[src/hdl/rsf_consts.svh]
`ifndef RSF_CONSTS_SVH
`define RSF_CONSTS_SVH

// Register byte offsets on the APB port.
`define RSF_OFF_CTRL        12'h000
`define RSF_OFF_BAUD_DIV    12'h004
`define RSF_OFF_SLAVE_ADDR  12'h008
`define RSF_OFF_STATUS      12'h00C
`define RSF_OFF_RX_INFO     12'h010
`define RSF_OFF_TX_CTRL     12'h014
`define RSF_OFF_EXC_CODE    12'h018
// Buffer windows, selected by paddr[11:10]; byte i sits at base + 4*i.
`define RSF_WIN_RX          2'h1
`define RSF_WIN_TX          2'h2

// Field positions.
`define RSF_CTRL_EN_BIT     0
`define RSF_CTRL_PAR_LSB    1
`define RSF_ST_RX_READY     0
`define RSF_ST_INCOMPLETE   1
`define RSF_ST_CRC_ERR      2
`define RSF_ST_CHAR_ERR     3
`define RSF_ST_TX_BUSY      8
`define RSF_ST_BCAST        9
`define RSF_TXC_EXC_BIT     8
`define RSF_TXC_GO_BIT      9
`define RSF_RXI_FUNC_LSB    16

// Reset values: enabled, even parity, one stop bit, address 1.
`define RSF_CTRL_RESET      3'h3
`define RSF_SLAVE_RESET     8'h01
`define RSF_CLK_HZ          100000000
`define RSF_BAUD_DEFAULT    19200
`define RSF_DIV_RESET       (`RSF_CLK_HZ / `RSF_BAUD_DEFAULT)

// Character and silence timing, silences in tenths of a character.
`define RSF_BITS_PER_CHAR   11
`define RSF_GAP_FRAME_X10   35
`define RSF_GAP_ABORT_X10   15
`define RSF_GAP_FRAME_HALF  (((`RSF_GAP_FRAME_X10 * `RSF_BITS_PER_CHAR * 2) / 10) + 1)
`define RSF_GAP_ABORT_HALF  (((`RSF_GAP_ABORT_X10 * `RSF_BITS_PER_CHAR * 2) / 10) + 1)

// Frame contents.
`define RSF_CRC_INIT        16'hFFFF
`define RSF_CRC_POLY        16'hA001
`define RSF_EXC_MASK        8'h80
`define RSF_ADDR_BCAST      8'h00
`define RSF_ADDR_MAX        8'hF7
`define RSF_MIN_FRAME       9'h004
`define RSF_BUF_DEPTH       9'h100

`endif

[src/hdl/rsf_pkg.sv]
package rsf_pkg;

  typedef enum logic [1:0] {RSF_PAR_NONE, RSF_PAR_EVEN, RSF_PAR_ODD, RSF_PAR_RSVD} rsf_parity_t;

  typedef enum logic [1:0] {RSF_RX_IDLE, RSF_RX_START, RSF_RX_BITS} rsf_rx_state_t;

  typedef enum logic [1:0] {RSF_TX_IDLE, RSF_TX_WAIT, RSF_TX_SEND} rsf_tx_state_t;

endpackage

[src/hdl/rsf_byte_ram.sv]
`timescale 1ns/10ps
module rsf_byte_ram (
  input  wire logic       clk,
  input  wire logic       wr_en,
  input  wire logic [7:0] waddr,
  input  wire logic [7:0] wdata,
  input  wire logic [7:0] raddr,
  output logic      [7:0] rdata
);

  logic [7:0] mem [0:255];

  always_ff @(posedge clk) begin
    if (wr_en) begin
      mem[waddr] <= wdata;
    end
    rdata <= mem[raddr];
  end

endmodule

[src/hdl/rsf_framer.sv]
// Functional notes
// - One start, eight data bits, LSB first.
// - Parity bit only when even/odd selected; the reserved setting also adds a parity bit, computed as even.
// - One stop with parity, two without.
// - Transmit only after 3.5 character silence.
// - 3.5 character silence ends every frame.
// - Silence timed from selected baud rate.
// - Gap over 1.5 chars flushes partial frame.
// - Early bytes join previous frame, CRC fails.
// - Incompletely ended frames raise error flag.
// - Always listen; first byte is address.
// - Address is one byte, 0 to 247.
// - Slave address 1..247, own frames processed.
// - Address 0 accepted, never answered.
// - Reply carries own slave address.
// - Function is one byte, 0x01..0xFF.
// - Normal reply echoes function byte.
// - Exception reply sets function MSB.
// - Exception reply carries cause code.
// - CRC-16 over whole frame, appended last.
// - CRC low byte first, high byte last.
// - Bad received CRC: drop, no reply.
// - Baud 2400..115200, default even, one stop.
//
// Added by the designer: the address map and register access over APB.
`timescale 1ns/10ps
`include "rsf_consts.svh"
module rsf_framer (
  input  wire logic        pclk,
  input  wire logic        presetn,
  input  wire logic [11:0] paddr,
  input  wire logic        psel,
  input  wire logic        penable,
  input  wire logic        pwrite,
  input  wire logic [31:0] pwdata,
  output logic      [31:0] prdata,
  output logic             pready,
  output logic             pslverr,
  input  wire logic        rxd,
  output logic             txd,
  output logic             tx_en
);

  function automatic logic [15:0] crc_step(input logic [15:0] crc, input logic [7:0] data);
    logic [15:0] c;
    c = crc ^ {8'h00, data};
    for (int i = 0; i < 8; i++) begin
      c = c[0] ? ((c >> 1) ^ `RSF_CRC_POLY) : (c >> 1);
    end
    return c;
  endfunction

  function automatic logic par_bit(input logic [1:0] mode, input logic [7:0] data);
    return (^data) ^ (mode == rsf_pkg::RSF_PAR_ODD);
  endfunction

  // Register state.
  logic [2:0]  ctrl;
  logic [15:0] baud_div;
  logic [7:0]  slave_addr;
  logic [3:0]  status;
  logic [8:0]  rx_len;
  logic [7:0]  rx_func;
  logic        rx_bcast;
  logic [7:0]  tx_len;
  logic        tx_exc;
  logic [7:0]  exc_code;

  // APB decode.
  logic        apb_we;
  logic        apb_acc;
  logic        sel_ctrl;
  logic        sel_div;
  logic        sel_addr;
  logic        sel_stat;
  logic        sel_info;
  logic        sel_txc;
  logic        sel_exc;
  logic        sel_rxw;
  logic        sel_txw;
  logic        unmapped;
  logic [31:0] rd_mux;
  logic [7:0]  rx_ram_q;
  logic [7:0]  tx_ram_q;

  assign apb_acc  = psel & penable & ~pready;
  assign apb_we   = psel & penable & pready & pwrite;
  assign sel_ctrl = (paddr == `RSF_OFF_CTRL);
  assign sel_div  = (paddr == `RSF_OFF_BAUD_DIV);
  assign sel_addr = (paddr == `RSF_OFF_SLAVE_ADDR);
  assign sel_stat = (paddr == `RSF_OFF_STATUS);
  assign sel_info = (paddr == `RSF_OFF_RX_INFO);
  assign sel_txc  = (paddr == `RSF_OFF_TX_CTRL);
  assign sel_exc  = (paddr == `RSF_OFF_EXC_CODE);
  assign sel_rxw  = (paddr[11:10] == `RSF_WIN_RX) & (paddr[1:0] == 2'h0);
  assign sel_txw  = (paddr[11:10] == `RSF_WIN_TX) & (paddr[1:0] == 2'h0);
  assign unmapped = ~(sel_ctrl | sel_div | sel_addr | sel_stat | sel_info | sel_txc | sel_exc | sel_rxw | sel_txw);

  // Timing derived from the programmed bit period.
  logic [15:0] half_div;
  logic [15:0] hb_cnt;
  logic        hb_tick;
  logic [6:0]  sil_cnt;
  logic        sil_reset;
  logic        gap_abort;
  logic        gap_frame;

  // Receiver.
  rsf_pkg::rsf_rx_state_t rx_state;
  logic [15:0] rx_cnt;
  logic [3:0]  rx_bit;
  logic [9:0]  rx_shift;
  logic        rx_done;
  logic        rx_last;
  logic        rx_bad;
  logic [1:0]  par_mode;

  // Frame assembly.
  logic [8:0]  frm_len;
  logic [15:0] frm_crc;
  logic [7:0]  frm_addr;
  logic [7:0]  frm_func;
  logic        frm_bad;
  logic        frm_gap;
  logic        frm_ok_so_far;
  logic        frm_restart;
  logic [8:0]  frm_pos;
  logic        frm_end;
  logic        addr_ok;
  logic        ram_we;
  logic        ev_ready;
  logic        ev_incomplete;
  logic        ev_crc;
  logic        ev_char;

  // Transmitter.
  rsf_pkg::rsf_tx_state_t tx_state;
  logic [15:0] tx_cnt;
  logic [3:0]  tx_bit;
  logic [10:0] tx_shift;
  logic [8:0]  tx_idx;
  logic [8:0]  tx_total;
  logic [15:0] tx_crc;
  logic [7:0]  tx_byte;
  logic [7:0]  tx_raddr;
  logic        tx_go;
  logic        bit_end;
  logic        char_end;

  assign par_mode = ctrl[`RSF_CTRL_PAR_LSB +: 2];
  assign half_div = {1'b0, baud_div[15:1]};
  assign hb_tick  = (hb_cnt >= half_div - 16'h0001);

  assign sil_reset = ~rxd | (rx_state != rsf_pkg::RSF_RX_IDLE) | (tx_state == rsf_pkg::RSF_TX_SEND);
  assign gap_abort = (sil_cnt >= 7'(`RSF_GAP_ABORT_HALF));
  assign gap_frame = (sil_cnt >= 7'(`RSF_GAP_FRAME_HALF));

  always_ff @(posedge pclk or negedge presetn) begin
    if (!presetn) begin
      hb_cnt  <= 16'h0000;
      sil_cnt <= 7'h00;
    end else begin
      hb_cnt <= hb_tick ? 16'h0000 : hb_cnt + 16'h0001;
      if (sil_reset) begin
        sil_cnt <= 7'h00;
      end else if (hb_tick && !gap_frame) begin
        sil_cnt <= sil_cnt + 7'h01;
      end
    end
  end

  assign rx_last = (rx_state == rsf_pkg::RSF_RX_BITS) && (rx_cnt >= baud_div - 16'h0001) && (rx_bit == 4'h9);
  // parity or stop in bit nine
  assign rx_bad = ~rxd | ((par_mode == rsf_pkg::RSF_PAR_NONE) ? ~rx_shift[9] :
                          (rx_shift[9] != par_bit(par_mode, rx_shift[8:1])));

  always_ff @(posedge pclk or negedge presetn) begin
    if (!presetn) begin
      rx_state <= rsf_pkg::RSF_RX_IDLE;
      rx_cnt   <= 16'h0000;
      rx_bit   <= 4'h0;
      rx_shift <= 10'h000;
      rx_done  <= 1'b0;
    end else begin
      rx_done <= 1'b0;
      rx_cnt  <= rx_cnt + 16'h0001;
      case (rx_state)
        rsf_pkg::RSF_RX_IDLE: begin
          rx_cnt <= 16'h0000;
          if (!rxd) begin
            rx_state <= rsf_pkg::RSF_RX_START;
          end
        end
        rsf_pkg::RSF_RX_START: begin
          if (rx_cnt >= half_div - 16'h0001) begin
            rx_cnt   <= 16'h0000;
            rx_bit   <= 4'h0;
            rx_state <= rxd ? rsf_pkg::RSF_RX_IDLE : rsf_pkg::RSF_RX_BITS;
          end
        end
        rsf_pkg::RSF_RX_BITS: begin
          if (rx_cnt >= baud_div - 16'h0001) begin
            rx_cnt   <= 16'h0000;
            rx_bit   <= rx_bit + 4'h1;
            // The final stop is only checked, so the data byte stays in rx_shift[8:1] for the store.
            if (rx_bit == 4'h9) begin
              rx_done  <= 1'b1;
              rx_state <= rsf_pkg::RSF_RX_IDLE;
            end else begin
              rx_shift <= {rxd, rx_shift[9:1]};
            end
          end
        end
        default: rx_state <= rsf_pkg::RSF_RX_IDLE;
      endcase
    end
  end

  // The character error is folded into the frame at the same edge as the byte.
  logic rx_bad_q;
  always_ff @(posedge pclk or negedge presetn) begin
    if (!presetn) begin
      rx_bad_q <= 1'b0;
    end else if (rx_last) begin
      rx_bad_q <= rx_bad;
    end
  end

  // A gap counts as harmless only if what came before already closes with a good CRC.
  assign frm_ok_so_far = (frm_len >= `RSF_MIN_FRAME) && (frm_crc == 16'h0000);
  assign frm_restart   = (frm_len == 9'h000) || (frm_gap && !frm_ok_so_far);
  assign frm_pos       = frm_restart ? 9'h000 : frm_len;
  assign ram_we        = rx_done && (frm_pos < `RSF_BUF_DEPTH);
  assign frm_end       = gap_frame && (frm_len != 9'h000);
  assign addr_ok = (frm_addr <= `RSF_ADDR_MAX) &&
                   ((frm_addr == slave_addr) || (frm_addr == `RSF_ADDR_BCAST));
  assign ev_incomplete = (rx_done && frm_gap && !frm_ok_so_far && frm_len != 9'h000) |
                         (frm_end && frm_len < `RSF_MIN_FRAME);
  assign ev_crc   = frm_end && (frm_len >= `RSF_MIN_FRAME) && (frm_crc != 16'h0000);
  assign ev_char  = frm_end && frm_ok_so_far && frm_bad;
  assign ev_ready = frm_end && frm_ok_so_far && !frm_bad && addr_ok &&
                    (frm_func != 8'h00) && ctrl[`RSF_CTRL_EN_BIT];

  always_ff @(posedge pclk or negedge presetn) begin
    if (!presetn) begin
      frm_len  <= 9'h000;
      frm_crc  <= `RSF_CRC_INIT;
      frm_addr <= 8'h00;
      frm_func <= 8'h00;
      frm_bad  <= 1'b0;
      frm_gap  <= 1'b0;
    end else if (rx_done) begin
      frm_len  <= (frm_pos < `RSF_BUF_DEPTH) ? frm_pos + 9'h001 : frm_pos;
      frm_crc  <= crc_step(frm_restart ? `RSF_CRC_INIT : frm_crc, rx_shift[8:1]);
      frm_bad  <= (frm_restart ? 1'b0 : frm_bad) | rx_bad_q | (frm_pos >= `RSF_BUF_DEPTH);
      frm_gap  <= 1'b0;
      if (frm_pos == 9'h000) begin
        frm_addr <= rx_shift[8:1];
      end
      if (frm_pos == 9'h001) begin
        frm_func <= rx_shift[8:1];
      end
    end else if (frm_end) begin
      frm_len <= 9'h000;
      frm_gap <= 1'b0;
    end else if (gap_abort && frm_len != 9'h000) begin
      frm_gap <= 1'b1;
    end
  end

  rsf_byte_ram u_rx_ram (
    .clk   (pclk),
    .wr_en (ram_we),
    .waddr (frm_pos[7:0]),
    .wdata (rx_shift[8:1]),
    .raddr (paddr[9:2]),
    .rdata (rx_ram_q)
  );

  // Transmit path.
  assign tx_go    = apb_we && sel_txc && pwdata[`RSF_TXC_GO_BIT] && (tx_state == rsf_pkg::RSF_TX_IDLE) && !rx_bcast;
  assign tx_total = tx_exc ? 9'h005 : {1'b0, tx_len} + 9'h004;
  // The read address runs one byte ahead, so the buffer output is settled when the next character loads.
  assign tx_raddr = 8'(tx_idx - 9'h001);
  assign bit_end  = (tx_cnt >= baud_div - 16'h0001);
  assign char_end = bit_end && (tx_bit == 4'(`RSF_BITS_PER_CHAR - 1));

  assign tx_byte = (tx_idx == 9'h000)           ? slave_addr :
                   (tx_idx == 9'h001)           ? (tx_exc ? (rx_func | `RSF_EXC_MASK) : rx_func) :
                   (tx_idx == tx_total - 9'h002) ? tx_crc[7:0] :
                   (tx_idx == tx_total - 9'h001) ? tx_crc[15:8] :
                   tx_exc                       ? exc_code : tx_ram_q;

  rsf_byte_ram u_tx_ram (
    .clk   (pclk),
    .wr_en (apb_we && sel_txw),
    .waddr (paddr[9:2]),
    .wdata (pwdata[7:0]),
    .raddr (tx_raddr),
    .rdata (tx_ram_q)
  );

  always_ff @(posedge pclk or negedge presetn) begin
    if (!presetn) begin
      tx_state <= rsf_pkg::RSF_TX_IDLE;
      tx_cnt   <= 16'h0000;
      tx_bit   <= 4'h0;
      tx_shift <= 11'h7FF;
      tx_idx   <= 9'h000;
      tx_crc   <= `RSF_CRC_INIT;
      txd      <= 1'b1;
      tx_en    <= 1'b0;
    end else begin
      case (tx_state)
        rsf_pkg::RSF_TX_IDLE: begin
          tx_idx <= 9'h000;
          tx_crc <= `RSF_CRC_INIT;
          if (tx_go) begin
            tx_state <= rsf_pkg::RSF_TX_WAIT;
          end
        end
        rsf_pkg::RSF_TX_WAIT: begin
          // leading silence before the first character
          // Only the first character waits; later ones follow at once so the reply stays one frame.
          if (gap_frame || tx_idx != 9'h000) begin
            tx_state <= rsf_pkg::RSF_TX_SEND;
            tx_cnt   <= 16'h0000;
            tx_bit   <= 4'h0;
            tx_shift <= {1'b1, (par_mode == rsf_pkg::RSF_PAR_NONE) ? 1'b1 : par_bit(par_mode, tx_byte),
                         tx_byte, 1'b0};
            txd      <= 1'b0;
            tx_en    <= 1'b1;
          end
        end
        rsf_pkg::RSF_TX_SEND: begin
          tx_cnt <= bit_end ? 16'h0000 : tx_cnt + 16'h0001;
          if (char_end) begin
            // CRC over every byte ahead of it
            if (tx_idx < tx_total - 9'h002) begin
              tx_crc <= crc_step(tx_crc, tx_shift[8:1]);
            end
            tx_idx <= tx_idx + 9'h001;
            if (tx_idx == tx_total - 9'h001) begin
              tx_state <= rsf_pkg::RSF_TX_IDLE;
              tx_en    <= 1'b0;
              txd      <= 1'b1;
            end else begin
              tx_state <= rsf_pkg::RSF_TX_WAIT;
            end
          end else if (bit_end) begin
            tx_bit <= tx_bit + 4'h1;
            txd    <= tx_shift[tx_bit + 4'h1];
          end
        end
        default: tx_state <= rsf_pkg::RSF_TX_IDLE;
      endcase
    end
  end

  // Registers. Hardware events win over a software clear in the same cycle.
  always_ff @(posedge pclk or negedge presetn) begin
    if (!presetn) begin
      ctrl       <= `RSF_CTRL_RESET;
      baud_div   <= 16'(`RSF_DIV_RESET);
      slave_addr <= `RSF_SLAVE_RESET;
      status     <= 4'h0;
      rx_len     <= 9'h000;
      rx_func    <= 8'h00;
      rx_bcast   <= 1'b0;
      tx_len     <= 8'h00;
      tx_exc     <= 1'b0;
      exc_code   <= 8'h00;
    end else begin
      if (apb_we && sel_ctrl) begin
        ctrl <= pwdata[2:0];
      end
      if (apb_we && sel_div) begin
        baud_div <= pwdata[15:0];
      end
      if (apb_we && sel_addr) begin
        slave_addr <= pwdata[7:0];
      end
      if (apb_we && sel_txc && tx_state == rsf_pkg::RSF_TX_IDLE) begin
        tx_len <= pwdata[7:0];
        tx_exc <= pwdata[`RSF_TXC_EXC_BIT];
      end
      if (apb_we && sel_exc) begin
        exc_code <= pwdata[7:0];
      end
      status <= (status & ~((apb_we && sel_stat) ? pwdata[3:0] : 4'h0)) |
                {ev_char, ev_crc, ev_incomplete, ev_ready};
      if (ev_ready) begin
        rx_len   <= frm_len;
        rx_func  <= frm_func;
        rx_bcast <= (frm_addr == `RSF_ADDR_BCAST);
      end
    end
  end

  // Read mux; the buffer window reads the memory's registered output.
  assign rd_mux = sel_ctrl ? {29'h0, ctrl} :
                  sel_div  ? {16'h0, baud_div} :
                  sel_addr ? {24'h0, slave_addr} :
                  sel_stat ? {22'h0, rx_bcast, (tx_state != rsf_pkg::RSF_TX_IDLE), 4'h0, status} :
                  sel_info ? {8'h0, rx_func, 7'h0, rx_len} :
                  sel_txc  ? {23'h0, tx_exc, tx_len} :
                  sel_exc  ? {24'h0, exc_code} :
                  sel_rxw  ? {24'h0, rx_ram_q} : 32'h0;

  always_ff @(posedge pclk or negedge presetn) begin
    if (!presetn) begin
      pready  <= 1'b0;
      pslverr <= 1'b0;
      prdata  <= 32'h0;
    end else begin
      pready  <= apb_acc;
      pslverr <= apb_acc & unmapped;
      prdata  <= (apb_acc && !pwrite) ? rd_mux : 32'h0;
    end
  end

endmodule

[config.mk]
export PLATFORM = sky130hd
export DESIGN_NAME = rsf_framer
export DESIGN_NICKNAME = d
export VERILOG_FILES = /design/src/hdl/rsf_pkg.sv /design/src/hdl/rsf_byte_ram.sv /design/src/hdl/rsf_framer.sv
export VERILOG_INCLUDE_DIRS = /design/src /design/src/hdl
export SDC_FILE = /design/constraint.sdc
export NUM_CORES = 2
export LEC_CHECK = 0
export BUFFER_PORTS_ARGS = -buffer_cell sky130_fd_sc_hd__buf_2
export CAP_MARGIN = 20
export CORE_ASPECT_RATIO = 1.25
export CORE_MARGIN = 2
export CORE_UTILIZATION = 53
export CTS_CLUSTER_DIAMETER = 120
export DETAILED_ROUTE_END_ITERATION = 7
export MAX_ROUTING_LAYER = met4
export PLACE_DENSITY = 0.68
export SLEW_MARGIN = 25
export SYNTH_ARGS = -nofsm -noshare
export SYNTH_HDL_FRONTEND = slang
export SYNTH_SLANG_ARGS = --single-unit
[constraint.sdc]
create_clock -name pclk -period 10 [get_ports pclk]
set_input_delay 1.5 -clock pclk [delete_from_list [all_inputs] [get_ports pclk]]
set_output_delay 1.5 -clock pclk [all_outputs]
set_load 0.01 [all_outputs]
; ---- Word-level counts from Yosys, hierarchy flattened
; Memories as Yosys holds them, arrays and structs flattened. A register that Yosys moved wholly into a read port is not among the register bits.
; Cells that the tools add are included.
[word_totals]
ff_bits = 251
wordCells = 320
ramBits = 4096
memories = 2
out_inout_bits = 36
input_bits = 50
[mem_list]
columns = memory, words, word_bits, rd, rd_ports_with_merged_regs, wr, line_no
row1 = u_rx_ram.mem, 256, 8, 1, 1, 1, rsf_byte_ram.sv:11  ; logic [7:0] mem [0:255];
row2 = u_tx_ram.mem, 256, 8, 1, 1, 1, rsf_byte_ram.sv:11
[op_classes]
bitwise_logic = 49
n_reduce_logical = 79
n_eq_ne = 34
order_cmp = 13
addsub = 14
mux = 94
[ops]
columns = cell, count
row1 = two-way mux 16 bit, 24
row2 = two-way mux 24 bit, 6
row3 = >= comparator 16 bit, 4
row4 = two-way mux 8 bit, 8
row5 = one-hot mux 16 bit (2 select lines), 2
row6 = two-way mux 9 bit, 7
row7 = "adder 16 x 1 -> 16 bit, second input constant", 3
row8 = NOT 2 -> 3 bit, 16
row9 = one-hot mux 16 bit (3 select lines), 1
row10 = "== test 12 x 5 -> 1 bit, second input constant", 3
row11 = logical AND 1 bit, 34
row12 = XOR 16 x 8 -> 16 bit, 2
row13 = logical NOT 9 bit, 3
row14 = "== test 12 x 4 -> 1 bit, second input constant", 2
row15 = two-way mux 4 bit, 6
row16 = two-way mux 1 bit, 22
row17 = "adder 9 x 1 -> 9 bit, second input constant", 2
row18 = "== test 9 x 1 -> 1 bit, second input constant", 2
row19 = == test 9 bit, 2
row20 = one-hot mux 9 bit (2 select lines), 1
row21 = nonzero test 9 bit, 2
row22 = logical NOT 16 bit, 1
row23 = two-way mux 2 bit, 8
row24 = one-hot mux 4 bit (2 select lines), 2
row25 = other kinds (51), 120

; ---- Depth between registers and ports, before layout
[logic_depth]
word_depth = 23
depth_mapped = 21

; ---- Hierarchy
; Synthesis repeated with hierarchy kept, for this count alone.
[hier_totals]
cells_unflattened = 9029
hier_area_um2 = 174551.2
[modules_own_cells]
columns = mod, area_per_inst_um2, seq_area_each_um2, instances, cells_per_inst
row1 = rsf_byte_ram, 79556.3, 61659.1, 2, 3733
row2 = rsf_framer, 15438.6, 6319.8, 1, 1563

; ---- Least setup slack after synthesis
; Ideal clock, no wire load.
[synth_timing]
path_kind = register -> register
start = register rx_shift[2]
end = register frm_crc[0]
setup_time_ns = 0.082
arrival_ns = 5.040
required_ns = 9.918
path_slack_ns = 4.878
n_path_buf = 0
stages_incl_launch_ff = 8
cell_sequence = dfrtp_1 xor2_1 xnor2_1 xor2_1 xnor2_1 xnor2_1 xnor2_1 mux2_2
[synth_via]
elab_chain_len = 10
[synth_rtl]
columns = element, line_no
row1 = from (decl), rsf_framer.sv:112  ; logic [9:0] rx_shift;
row2 = from (signal assigned), rsf_framer.sv:210  ; rx_shift <= {rxd, rx_shift[9:1]};
row3 = XOR 16 x 8 -> 16 bit (*), rsf_framer.sv:46  ; c = crc ^ {8'h00, data};
row4 = NOT 2 -> 3 bit (no source line), n/a
row5 = two-way mux 16 bit (*) (8 in series), rsf_framer.sv:48  ; c = c[0] ? ((c >> 1) ^ `RSF_CRC_POLY) : (c >> 1);
row6 = to (signal assigned), rsf_framer.sv:247  ; frm_crc <= `RSF_CRC_INIT;
row7 = to (signal assigned), rsf_framer.sv:254  ; frm_crc <= crc_step(frm_restart ? `RSF_CRC_INIT : frm_crc, rx_shift[8:1]);
row8 = to (decl), rsf_framer.sv:120  ; logic [15:0] frm_crc;
; Mark *: on every way between the ends. The rest lies on a longest branch, timed or not.
; A chain may end at the register's enable or synchronous reset.

; ---- Worst setup path after layout
[layout_timing]
start = register tx_idx[0]
end = register u_tx_ram.rdata[2] (read register of u_tx_ram.mem)
[layout_via]
elab_chain_len = 1
[layout_rtl]
columns = element, line_no
row1 = from (decl), rsf_framer.sv:141  ; logic [8:0] tx_idx;
row2 = from (signal assigned), rsf_framer.sv:342  ; tx_idx <= tx_idx + 9'h001;
row3 = subtractor 8 x 1 -> 8 bit, rsf_framer.sv:284  ; assign tx_raddr = 8'(tx_idx - 9'h001);
row4 = to (decl), rsf_byte_ram.sv:8  ; output logic [7:0] rdata
; Every way passes these cells.

==> results.json <==
{
  "status": "complete, no violations",
  "clock.fmax_mhz": 170,
  "synthToLayoutAreaGrowth_pct": 11.2,
  "placed_cell_area_sq_mm": 0.179,
  "synth_edf_count": 4096,
  "p_leak_nw": 54.7,
  "pin_count": 86,
  "clk_latency_ns": 0.96,
  "ys.flop_type": "edfxtp_1",
  "rsz0062_at_grt": "false",
  "synth_area_leader_cell": "edfxtp_1",
  "cts_tree": "done",
  "setup_tns_ns": 0,
  "worstPathRequired_ns": 10.83,
  "path_max_fanout": 94,
  "worstHoldPathType": "reg -> reg",
  "worst_ep_arrival_time_ns": 6.70,
  "root_buffer": "clkbuf_16",
  "drive_gt1_share_pct": 27.7,
  "yosysMostFrequentCell": "edfxtp_1",
  "dieWidth_um": 515,
  "seq_area_frac_synth_pct": 74.8,
  "netlist_top_cells_area": "edfxtp_1 71%, mux4_2 17%, dfrtp_1 2.9%",
  "cts_inserted_buffers": 415,
  "place_ws_ns": 4.03,
  "synth_area_sq_mm": 0.173,
  "total_power_mw": 36.3,
  "grt_overflow": 0,
  "clkTransAtPathRegs_ns": 0.06,
  "synth-seq-cells": 4362,
  "final_nets": 8402,
  "worstSetupStartpointType": "flip-flop",
  "finalCritPeriodShare_pct": 58.7,
  "clkSinkCount": 4362,
  "cts_max_level": 5,
  "critPathKind": "reg -> reg",
  "p_per_area_mw_per_mm2": 189,
  "drv_cap": 0,
  "postSynth.asyncResetShare_pct": 5.73,
  "antenna_left": 0,
  "grtUsageTotal_pct": 25.4,
  "ctsLongestPathBuffers": 4,
  "worstSetupEndpointType": "flip-flop",
  "synthTopCellsByCount": "4096 x edfxtp_1, 1335 x mux4_2, 667 x nor2_1",
  "grt_pass1_wl_um": 592000,
  "antenna_found_initial": 15,
  "die_h_um": 643,
  "drc_errors": 0,
  "drt_iter0_drc": 9590,
  "reg2reg_slack_ns": 4.13,
  "ctsHoldBuffers": 0,
  "fin_ws_ns": 4.13,
  "grt_pass1_vias": 83671,
  "clock_skew_ns": 0.0281,
  "hold_viol": 0,
  "drt_pass1_iterations": 7,
  "synthCells": 8083,
  "place.gp.congestion": 0.859,
  "rows": 234,
  "ir_worst_vdd_uv": 159,
  "syn_avg_cell_area_sq_um": 21.4,
  "max-slew-margin-rel_pct": 28.3,
  "grt_start_max_net_pins": 206,
  "core_area_sq_mm": 0.325,
  "via_per_inst": 6.37,
  "final_max_slew_viol_count": 0,
  "dp_hpwl_um": 242000,
  "post_drt_wl_per_cell_um": 31.7,
  "cts_setup_buffers": 0,
  "yosys.cell_types.count": 97,
  "cts-resized-gates": 0,
  "max_slew.worst_pin.slew_ns": 1.07,
  "num_vias": 81972,
  "routed_wl_um": 408000,
  "io_buffer_count": 61,
  "initial_utilization_pct": 53.3,
  "yosysWarnings": 0,
  "netlist.area_leader.share_pct": 71.0,
  "setup_viol": 0,
  "min_period_ns": 5.87,
  "fin_area_sq_mm": 0.193,
  "die_area_sq_mm": 0.331
}
## placed cells by master (no fill, tap or decap), drive strengths merged, types with 104 or more instances in the layout
master  Yosys  routed
mux2      104     104
mux4     1335    1335
xnor2     105     105
nor2      668     668
buf       159     200
nand2     188     188
dfrtp     199     199
edfxtp   4096    4096
clkbuf    293     509
clkinv      1     175
## critical path: stages (launching register included)
cell and delay (ns):
dfrtp_4 0.92, buf_12 0.59, buf_4 0.82, buf_4 0.81, mux4_2 0.63, mux4_2 0.53, mux4_2 0.65, mux4_2 0.50
## layout make-up
cell class / count / area (sq um)
sequential: 4362 / 130000
antenna: 15 / 37.5
fill: 22647 / 132000
clock inverter: 257 / 2640
tap: 4248 / 5320
multi-input combinational: 3244 / 41900
timing repair buffer: 201 / 1880
clock buffer: 508 / 11000
inverter: 32 / 120
## path summary, 6_finish.rpt
kind	start	to	depth (start not counted)
worst max-delay path	tx_idx[0]	u_tx_ram.rdata[2]	7
worst min-delay path	status[0]	status[0]	1
worst max register to register	tx_idx[0]	u_tx_ram.rdata[2]	7
worst min register to register	status[0]	status[0]	1
max in group asynchronous	presetn	tx_len[5]	2
min in group asynchronous	presetn	rx_bit[3]	1
## cell families (layout without fill, tap and decap cells)
kind of cell	after synthesis	count (layout)	synth area share, %
adders and majority gates	96	96	0.693
other	1	23	0.00217
muxes	1456	1456	18.1
buffers and inverters	484	998	1.11
AOI/OAI and AO/OA	345	345	1.34
DFF	4362	4362	74.8
and+or+nand+nor	1181	1181	3.03
xor gates and xnor gates	158	158	0.836
## metal layers
metal	track usage (%)	vias up	routed length (um)
li1	-	33932	-
met1	32.7	43980	154000
met4	9.01	0	16800
met3	3.61	731	27800
met5	-	-	0
met2	41.7	3329	210000
## report_power, final
group          total (mW)  internal, mW  switching [mW]
clock network        15.8          9.15            6.69
logic               0.615         0.174           0.441
registers            19.9          19.8          0.0278
total                36.3          29.1            7.15
## registers in the layout, summed over array words and instances, names as in the netlist, 9 cells and up
signal	count
hb_cnt	16
tx_crc	16
baud_div	16
tx_idx	9
tx_shift	10
rx_shift	9
rx_len	9
u_rx_ram.mem	2048
tx_cnt	16
frm_crc	16
rx_cnt	16
frm_len	9
u_tx_ram.mem	2048
prdata	24
## metrics by stage
stage / util [%] / hold slack, ns / instances
after floorplan: - / 0.445 / 8090
after global routing: 59.2 / 0.500 / 12857
after global placement: 55.0 / 0.462 / 12079
after CTS: 59.2 / 0.481 / 12844
final: 59.3 / 0.481 / 12867
after detailed placement: 55.0 / 0.469 / 12079
No activity file was read; power rests on OpenSTA's default activity.
